--- config.mk ---
export PLATFORM = sky130hd
export DESIGN_NAME = bir_top
export DESIGN_NICKNAME = d
export VERILOG_FILES = /design/src/rtl/bir_top.v
export VERILOG_INCLUDE_DIRS = /design/src /design/src/rtl
export SDC_FILE = /design/constraint.sdc
export NUM_CORES = 1
export LEC_CHECK = 0
export BUFFER_PORTS_ARGS = -buffer_cell sky130_fd_sc_hd__buf_2
export CORE_ASPECT_RATIO = 0.6
export CORE_UTILIZATION = 55
export CTS_BUF_LIST = sky130_fd_sc_hd__clkbuf_8
export DETAILED_ROUTE_END_ITERATION = 8
export PLACE_DENSITY = 0.9
export SLEW_MARGIN = 15
export SYNTH_ARGS = -nofsm -noshare
export SYNTH_HDL_FRONTEND = slang
export SYNTH_SLANG_ARGS = --single-unit
--- constraint.sdc ---
create_clock -name clk_in -period 2.3 [get_ports clk_in]
set_clock_uncertainty 0.1 [all_clocks]
set_input_delay 0.46 -clock clk_in [delete_from_list [all_inputs] [get_ports clk_in]]
set_output_delay 0.46 -clock clk_in [all_outputs]
set_load 0.01 [all_outputs]
--- src/rtl/bir_consts.vh ---
// register offsets, field positions, reset values, line numbers and clock rate
// assumes inclusion by the block and by its bench
`ifndef BIR_CONSTS_VH
`define BIR_CONSTS_VH
`define BIR_CLK_HZ 25000000
`define BIR_ADDR_W 6
`define BIR_OFF_ELSEL 6'h00
`define BIR_OFF_ROUTE0 6'h04
`define BIR_OFF_ROUTE1 6'h08
`define BIR_OFF_ROUTE2 6'h0C
`define BIR_OFF_ROUTE3 6'h10
`define BIR_OFF_PEND 6'h14
`define BIR_OFF_VECT 6'h18
`define BIR_OFF_EXTIN 6'h1C
`define BIR_OFF_ACK 6'h20
`define BIR_ELSEL_RST 16'h0000
`define BIR_RAW_IDLE 32'h03FFFFFF
`define BIR_FIXED_MASK 16'h2107
`define BIR_ROUTE_EN_BIT 7
`define BIR_ROUTE_RST 8'h00
`define BIR_VECT_VALID_BIT 4
`define BIR_CASCADE_LINE 2
`define BIR_TIMER_LINE 0
`define BIR_UART_LINE 4
`define BIR_ABORT_LINE 8
`define BIR_MON_LINE 5
`endif

--- src/rtl/bir_top.v ---
// board interrupt routing: external controller inputs and legacy pair
// assumes raw board pins are asynchronous; avalon master on clk_in
//
// Chosen here: the Avalon-MM interface to the registers and the placing of the registers.
`timescale 1ns/1ps
`include "bir_consts.vh"

module bir_top #(
	parameter NUM_EXT = 16,
	parameter NUM_CPU = 2
) (
	input wire clk_in,
	input wire rst_in,
	input wire clk_en_in,
	input wire [`BIR_ADDR_W-1:0] avs_address_in,
	input wire avs_read_in,
	input wire avs_write_in,
	input wire [31:0] avs_writedata_in,
	output reg [31:0] avs_readdata_out,
	output reg avs_waitrequest_out,
	input wire timer0_tick_in,
	input wire net_irq_n_in,
	input wire watchdog1_irq_n_in,
	input wire watchdog2_irq_n_in,
	input wire [3:0] vme_bridge_local_irq_n_in,
	input wire [3:0] slot1_irq_n_in,
	input wire [3:0] slot2_irq_n_in,
	input wire [3:0] exp_irq_n_in,
	input wire [1:0] location_monitor_signal_n_in,
	input wire abort_sw_n_in,
	input wire uart_irq_in,
	input wire [3:0] pci_irq_n_in,
	input wire wdog_fitted_in,
	output reg [NUM_EXT-1:0] mp_ext_irq_out,
	output reg legacy_irq_out,
	output reg [NUM_CPU-1:0] cpu_irq_out
);

	// internal sources: two cross-cpu, four timers
	localparam NUM_INT = 6;
	localparam RAW_W = 32;

	reg [RAW_W-1:0] s1, s2, s3, filt;
	wire [RAW_W-1:0] raw;
	reg [15:0] edge_level_select;
	reg [7:0] route [0:3];
	reg [15:0] edge_pend;
	reg [15:0] prev_line;
	reg [NUM_INT-1:0] int_src;
	reg [NUM_CPU*NUM_INT-1:0] int_dest;
	reg [15:0] next_line;
	reg [15:0] pend;
	reg [4:0] vect;
	reg [NUM_EXT-1:0] next_ext;
	integer i;
	integer j;
	integer n;
	genvar g;
	// per-route line masks and next values of the bus side
	wire [15:0] route_hit [0:3];
	wire [NUM_CPU-1:0] next_cpu;
	reg [31:0] next_rdata;
	wire [15:0] line_rise;
	wire [15:0] ack_clr;
	wire rd_go;

	assign raw = {4'h0, timer0_tick_in, uart_irq_in, abort_sw_n_in,
		location_monitor_signal_n_in, pci_irq_n_in, exp_irq_n_in,
		slot2_irq_n_in, slot1_irq_n_in, vme_bridge_local_irq_n_in,
		watchdog2_irq_n_in, watchdog1_irq_n_in, net_irq_n_in};

	// an input change counts once the 2nd and 3rd stages agree
	always @(posedge clk_in) begin
		if (rst_in) begin
			// every stage resets to its pin's idle level, so the
			// active-high timer and uart inputs see no false edge
			s1 <= `BIR_RAW_IDLE;
			s2 <= `BIR_RAW_IDLE;
			s3 <= `BIR_RAW_IDLE;
			filt <= `BIR_RAW_IDLE;
		end else if (clk_en_in) begin
			s1 <= raw;
			s2 <= s1;
			s3 <= s2;
			// a one-cycle glitch never reaches filt
			for (i = 0; i < RAW_W; i = i + 1) begin
				if (s2[i] == s3[i]) begin
					filt[i] <= s3[i];
				end
			end
		end
	end

	wire net_a = ~filt[0];
	wire wd1_a = ~filt[1];
	wire wd2_a = ~filt[2];
	wire [3:0] vme_a = ~filt[6:3];
	wire [3:0] sl1_a = ~filt[10:7];
	wire [3:0] sl2_a = ~filt[14:11];
	wire [3:0] exp_a = ~filt[18:15];
	wire [3:0] pci_a = ~filt[22:19];
	wire [1:0] mon_a = ~filt[24:23];
	wire abort_a = ~filt[25];
	wire uart_a = filt[26];
	wire tmr_a = filt[27];

	// decode one route register onto a line mask
	function [15:0] route_mask;
		input [7:0] r;
		begin
			route_mask = 16'h0000;
			if (r[`BIR_ROUTE_EN_BIT])
				route_mask[r[3:0]] = 1'b1;
			route_mask = route_mask & ~`BIR_FIXED_MASK;
		end
	endfunction

	// lowest-numbered set bit wins within a group
	function [4:0] first_set;
		input [7:0] v;
		input [3:0] base;
		integer k;
		begin
			first_set = 5'h00;
			for (k = 7; k >= 0; k = k - 1)
				if (v[k])
					first_set = {1'b1, base + k[3:0]};
		end
	endfunction

	// one masked target per pci input; a disabled route or a
	// reserved target yields no line at all
	generate
		for (g = 0; g < 4; g = g + 1) begin : g_route
			assign route_hit[g] = pci_a[g] ? route_mask(route[g]) :
				16'h0000;
		end
	endgenerate

	reg [15:0] routed;
	reg [15:0] eff_level;
	reg [4:0] pv, sv;
	always @* begin
		// shared line, routes simply or together
		routed = route_hit[0] | route_hit[1] | route_hit[2] |
			route_hit[3];
		next_line = routed;
		next_line[`BIR_TIMER_LINE] = tmr_a;
		next_line[`BIR_UART_LINE] = next_line[`BIR_UART_LINE] | uart_a;
		next_line[`BIR_ABORT_LINE] = abort_a;
		next_line[`BIR_MON_LINE] = next_line[`BIR_MON_LINE] | (|mon_a);
		eff_level = edge_level_select & ~`BIR_FIXED_MASK;
		pend = (next_line & eff_level) | (edge_pend & ~eff_level);
		pend[`BIR_CASCADE_LINE] = |pend[15:8];
		pv = first_set({6'h00, pend[1:0]}, 4'h0);
		sv = first_set(pend[15:8], 4'h8);
		if (pv[4])
			vect = pv;
		else if (sv[4])
			vect = sv;
		else
			vect = first_set({3'h0, pend[7:3]}, 4'h3);
	end

	always @* begin
		next_ext = {NUM_EXT{1'b0}};
		next_ext[0] = |pend;
		next_ext[2] = net_a;
		next_ext[3] = wd1_a & wdog_fitted_in;
		next_ext[4] = wd2_a & wdog_fitted_in;
		next_ext[8:5] = vme_a;
		for (j = 0; j < 4; j = j + 1)
			next_ext[9+j] = sl1_a[j] | sl2_a[(j+1)%4] | exp_a[j];
		next_ext[14:13] = mon_a;
	end

	generate
		for (g = 0; g < NUM_CPU; g = g + 1) begin : g_cpu
			assign next_cpu[g] = (|next_ext) |
				(|(int_src & int_dest[g*NUM_INT +: NUM_INT]));
		end
	endgenerate

	wire acc = avs_read_in | avs_write_in;
	// a write lands on the edge where the master sees waitrequest low,
	// never on the taking edge, so both sides agree on the commit
	wire wr_go = avs_write_in & ~avs_waitrequest_out & clk_en_in;
	// read data is fetched on the taking edge and then stands
	assign rd_go = avs_read_in & avs_waitrequest_out;
	assign ack_clr = (wr_go && avs_address_in == `BIR_OFF_ACK) ?
		avs_writedata_in[15:0] : 16'h0000;
	assign line_rise = next_line & ~prev_line;

	// readback; unmapped and write-only offsets read as zero
	always @* begin
		next_rdata = 32'h00000000;
		case (avs_address_in)
		`BIR_OFF_ELSEL:
			next_rdata = {16'h0000,
				edge_level_select & ~`BIR_FIXED_MASK};
		`BIR_OFF_ROUTE0: next_rdata = {24'h000000, route[0]};
		`BIR_OFF_ROUTE1: next_rdata = {24'h000000, route[1]};
		`BIR_OFF_ROUTE2: next_rdata = {24'h000000, route[2]};
		`BIR_OFF_ROUTE3: next_rdata = {24'h000000, route[3]};
		`BIR_OFF_PEND: next_rdata = {16'h0000, pend};
		`BIR_OFF_VECT: next_rdata = {27'h0000000, vect};
		`BIR_OFF_EXTIN:
			next_rdata = {4'h0, int_dest, 10'h000, int_src};
		default: next_rdata = 32'h00000000;
		endcase
	end

	// interrupt state and pin-facing outputs
	always @(posedge clk_in) begin
		if (rst_in) begin
			edge_pend <= 16'h0000;
			prev_line <= 16'h0000;
			mp_ext_irq_out <= {NUM_EXT{1'b0}};
			legacy_irq_out <= 1'b0;
			cpu_irq_out <= {NUM_CPU{1'b0}};
		end else if (clk_en_in) begin
			prev_line <= next_line;
			edge_pend <= (edge_pend & ~ack_clr) | line_rise;
			mp_ext_irq_out <= next_ext;
			legacy_irq_out <= |pend;
			cpu_irq_out <= next_cpu;
		end
	end

	// register bus side
	always @(posedge clk_in) begin
		if (rst_in) begin
			edge_level_select <= `BIR_ELSEL_RST;
			for (n = 0; n < 4; n = n + 1)
				route[n] <= `BIR_ROUTE_RST;
			int_src <= {NUM_INT{1'b0}};
			int_dest <= {NUM_CPU*NUM_INT{1'b0}};
			avs_waitrequest_out <= 1'b1;
			avs_readdata_out <= 32'h00000000;
		end else if (clk_en_in) begin
			// one wait cycle, then a single answering cycle
			avs_waitrequest_out <= ~(acc & avs_waitrequest_out);
			if (wr_go) begin
				case (avs_address_in)
				`BIR_OFF_ELSEL:
					edge_level_select <= avs_writedata_in[15:0];
				`BIR_OFF_ROUTE0: route[0] <= avs_writedata_in[7:0];
				`BIR_OFF_ROUTE1: route[1] <= avs_writedata_in[7:0];
				`BIR_OFF_ROUTE2: route[2] <= avs_writedata_in[7:0];
				`BIR_OFF_ROUTE3: route[3] <= avs_writedata_in[7:0];
				`BIR_OFF_EXTIN: begin
					int_src <= avs_writedata_in[NUM_INT-1:0];
					int_dest <= avs_writedata_in[16 +:
						NUM_CPU*NUM_INT];
				end
				default: ;
				endcase
			end
			// readdata holds until the next read is taken
			if (rd_go) begin
				avs_readdata_out <= next_rdata;
			end
		end
	end

endmodule // bir_top

==> impl_metrics.env <==
export IMPL_synthCells=1160
export IMPL_dieArea_um2=20100
export IMPL_p_leak_nw=5.68
export IMPL_vias=9626
export IMPL_tritoncts="built"
export IMPL_postRouteWirelength_um=31000
export IMPL_post_drt_wl_per_cell_um=18.6
export IMPL_gp_congestion=0.974
export IMPL_num_antenna_cells=0
export IMPL_vdd_drop_max_mv=0.444
export IMPL_max_cap_violations=0
export IMPL_initial_core_util_pct=56.2
export IMPL_synth_cell_types=72
export IMPL_utilization_pct=70.5
export IMPL_finalMaxSlewViolations=0
export IMPL_fp_coreArea_um2=19100
export IMPL_cts_num_sinks=246
export IMPL_startpoint_type="flop"
export IMPL_syn_area_um2=10700
export IMPL_io_pins=124
export IMPL_drive_above_1_share_pct=25.6
export IMPL_yosysSeqAreaShare_pct=48.9
export IMPL_final_cell_area_um2=13500
export IMPL_fin_crit_ns=2.54
export IMPL_slew_headroom_pct=58.4
export IMPL_violations="setup timing"
export IMPL_yosys_warnings=0
export IMPL_power_density_nw_per_um2=637
export IMPL_hp_class="input pin to flop"
export IMPL_nNetsFinal=1453
export IMPL_timing_reg2reg_setup_slack_ns=-0.24
export IMPL_gr_total_overflow=0
export IMPL_numCtsBuffers=37
export IMPL_dr_pass1_iters=5
export IMPL_rows=39
export IMPL_crit_required_ns=2.60
export IMPL_layout_worst_path_cycle_share_pct=110
export IMPL_path_clk_slew_ns=0.07
export IMPL_hpwl_um=22200
export IMPL_synthFlopType="dfxtp_1"
export IMPL_fill_cells=1496
export IMPL_synth_edff_count=32
export IMPL_max_freq_mhz=394
export IMPL_finalSetupViolCount=11
export IMPL_status="finished, violations left"
export IMPL_dpl_instance_area_um2=12400
export IMPL_via_per_inst=5.75
export IMPL_rsz0062_at_grt="true"
export IMPL_avgSynthCellArea_um2=9.24
export IMPL_die_w_um=182
export IMPL_h_tree_depth=2
export IMPL_final_hold_violation_count=0
export IMPL_tightest_slew_ns=0.616
export IMPL_cts_root_buf="clkbuf_8"
export IMPL_grt_max_degree=124
export IMPL_grt_pass1_wl_um=47300
export IMPL_cts_buffer_depth=3
export IMPL_ant_nets=0
export IMPL_worstPathMaxFanout=4
export IMPL_critPathCaptureType="flop"
export IMPL_antenna_found_initial=0
export IMPL_place_ws_ns=-0.328
export IMPL_power_total_w=0.00857
export IMPL_ys_ff_latch=246
export IMPL_drc=0
export IMPL_grt_pass1_vias=8592
export IMPL_clk_latency_ns=0.52
export IMPL_grt_use_total_pct=30.6
export IMPL_ys_async_sr_fraction_pct=0
export IMPL_setup_ws_ns=-0.236
export IMPL_die_h_um=110
export IMPL_arrival_ns=2.84
export IMPL_areaGrowthSynthToFinish_pct=25.5
export IMPL_initialDrtViolationCount=1122
export IMPL_port_buffer_count=113
export IMPL_critPathKind="flop to flop"
[cell type report]
| class | instances | area, um2 | share of cell area (%) |
|---|---|---|---|
| timing repair buffer | 254 | 1750 | 13.0 |
| tap | 266 | 333 | 2.47 |
| inverter | 22 | 82.6 | 0.613 |
| multi-input combinational | 820 | 5390 | 40.0 |
| sequential | 246 | 5250 | 39.0 |
| clock buffer | 40 | 551 | 4.09 |
| clock inverter | 25 | 111 | 0.827 |
[critical path, stage by stage, from the launching register on]
cell and delay [ns]:
edfxtp_1 0.45, buf_6 0.15, nor4bb_2 0.57, a2bb2oi_2 0.18, a41oi_1 0.29, or4_4 0.20
nor2_2 0.06, a211o_1 0.23, a31o_2 0.19
[registers in the layout (all words and copies together), names as in the netlist, 2 cells and up]
signal / count
prev_line: 13
filt: 28
avs_readdata_out: 28
cpu_irq_out: 2
s1: 28
s2: 28
route: 32
int_src: 6
mp_ext_irq_out: 14
edge_pend: 15
edge_level_select: 11
int_dest: 12
s3: 28
[metal layers]
layer / vias up / track usage [%] / part of all wire [%]
met1: 4523 / 46.4 / 49
met2: 440 / 41.3 / 39
met3: 48 / 9.72 / 11
met5: - / 0 / 0
met4: 0 / 7.44 / 1.6
li1: 4615 / - / -
[where the power goes]
part / switching [W] / total, W / internal, W
clock: 0.00166 / 0.00326 / 0.00161
combinational: 0.000388 / 0.000710 / 0.000322
sequential: 0.000100 / 0.00459 / 0.00449
[through the flow]
step / setup TNS (ns) / cells / hold slack [ns]
2_1_floorplan: -0.0677 / 1165 / 0.330
3_3_place_gp: -1.48 / 1590 / 0.337
3_5_place_dp: -1.93 / 1590 / 0.342
4_1_cts: -0.852 / 1661 / 0.0248
5_1_grt: -2.45 / 1673 / 0.0324
6_report: -1.46 / 1673 / 0.0429
[cell families after synthesis]
family	Yosys count	share of synthesized area, %
and+or+nand+nor	431	21.4
AOI/OAI and AO/OA	353	22.8
DFF	246	48.9
buffers and inverters	99	3.72
muxes	30	3.10
other	1	0.0350
[final timing paths]
check                             from                    to  cells after the start
setup / recovery           route[1][1]   avs_readdata_out[0]                      8
hold / removal    avs_writedata_in[13]         edge_pend[13]                      2
setup reg to reg           route[1][1]   avs_readdata_out[0]                      8
hold reg to reg   avs_readdata_out[13]  avs_readdata_out[13]                      2
[Yosys cell counts, types with 3 or more instances]
library cell / count / area share (%)
a211o_1: 71 / 5.8
a211oi_1: 23 / 1.6
a21o_1: 3 / 0.21
a21oi_1: 118 / 5.5
a22oi_1: 34 / 2.4
a2bb2oi_1: 4 / 0.33
a31oi_1: 4 / 0.23
a32oi_1: 4 / 0.33
a41oi_1: 3 / 0.25
and2_1: 69 / 4.0
buf_1: 3 / 0.11
buf_4: 7 / 0.49
clkbuf_1: 66 / 2.3
dfxtp_1: 214 / 40
edfxtp_1: 32 / 9.0
inv_1: 21 / 0.74
mux2_2: 3 / 0.32
mux2i_1: 25 / 2.3
nand2_1: 86 / 3.0
nand2b_1: 38 / 2.2
nand3_1: 11 / 0.51
nand3b_1: 6 / 0.42
nand4b_1: 5 / 0.41
nor2_1: 107 / 3.7
nor2b_1: 54 / 3.2
nor3_1: 17 / 0.79
nor4_1: 3 / 0.18
o211ai_1: 3 / 0.21
o21ai_0: 23 / 1.1
o21bai_1: 29 / 2.0
o22ai_1: 5 / 0.29
o31ai_1: 3 / 0.21
o32a_1: 4 / 0.37
o32ai_1: 5 / 0.41
or2_2: 7 / 0.41
[cells in the final DEF (no fill, tap or decap), types with 31 or more instances in the layout]
cell type / Yosys / routed
dfxtp_1: 214 / 212
buf_4: 7 / 128
a21oi_1: 118 / 115
buf_2: 1 / 111
nor2_1: 107 / 106
nand2_1: 86 / 86
a211o_1: 71 / 71
and2_1: 69 / 69
nor2b_1: 54 / 54
clkbuf_8: 0 / 40
inv_1: 21 / 38
nand2b_1: 38 / 37
edfxtp_1: 32 / 32
a22oi_1: 34 / 31
[what timing repair did]
action	CTS	global route
cloned	0	0
pin swaps	12	13
setup buffers	8	13
endpoints found under the setup margin	10	14
hold buffers	0	0
resized for setup	34	20
endpoints found under the hold margin	0	0
Power figures use the tool's default switching activity.
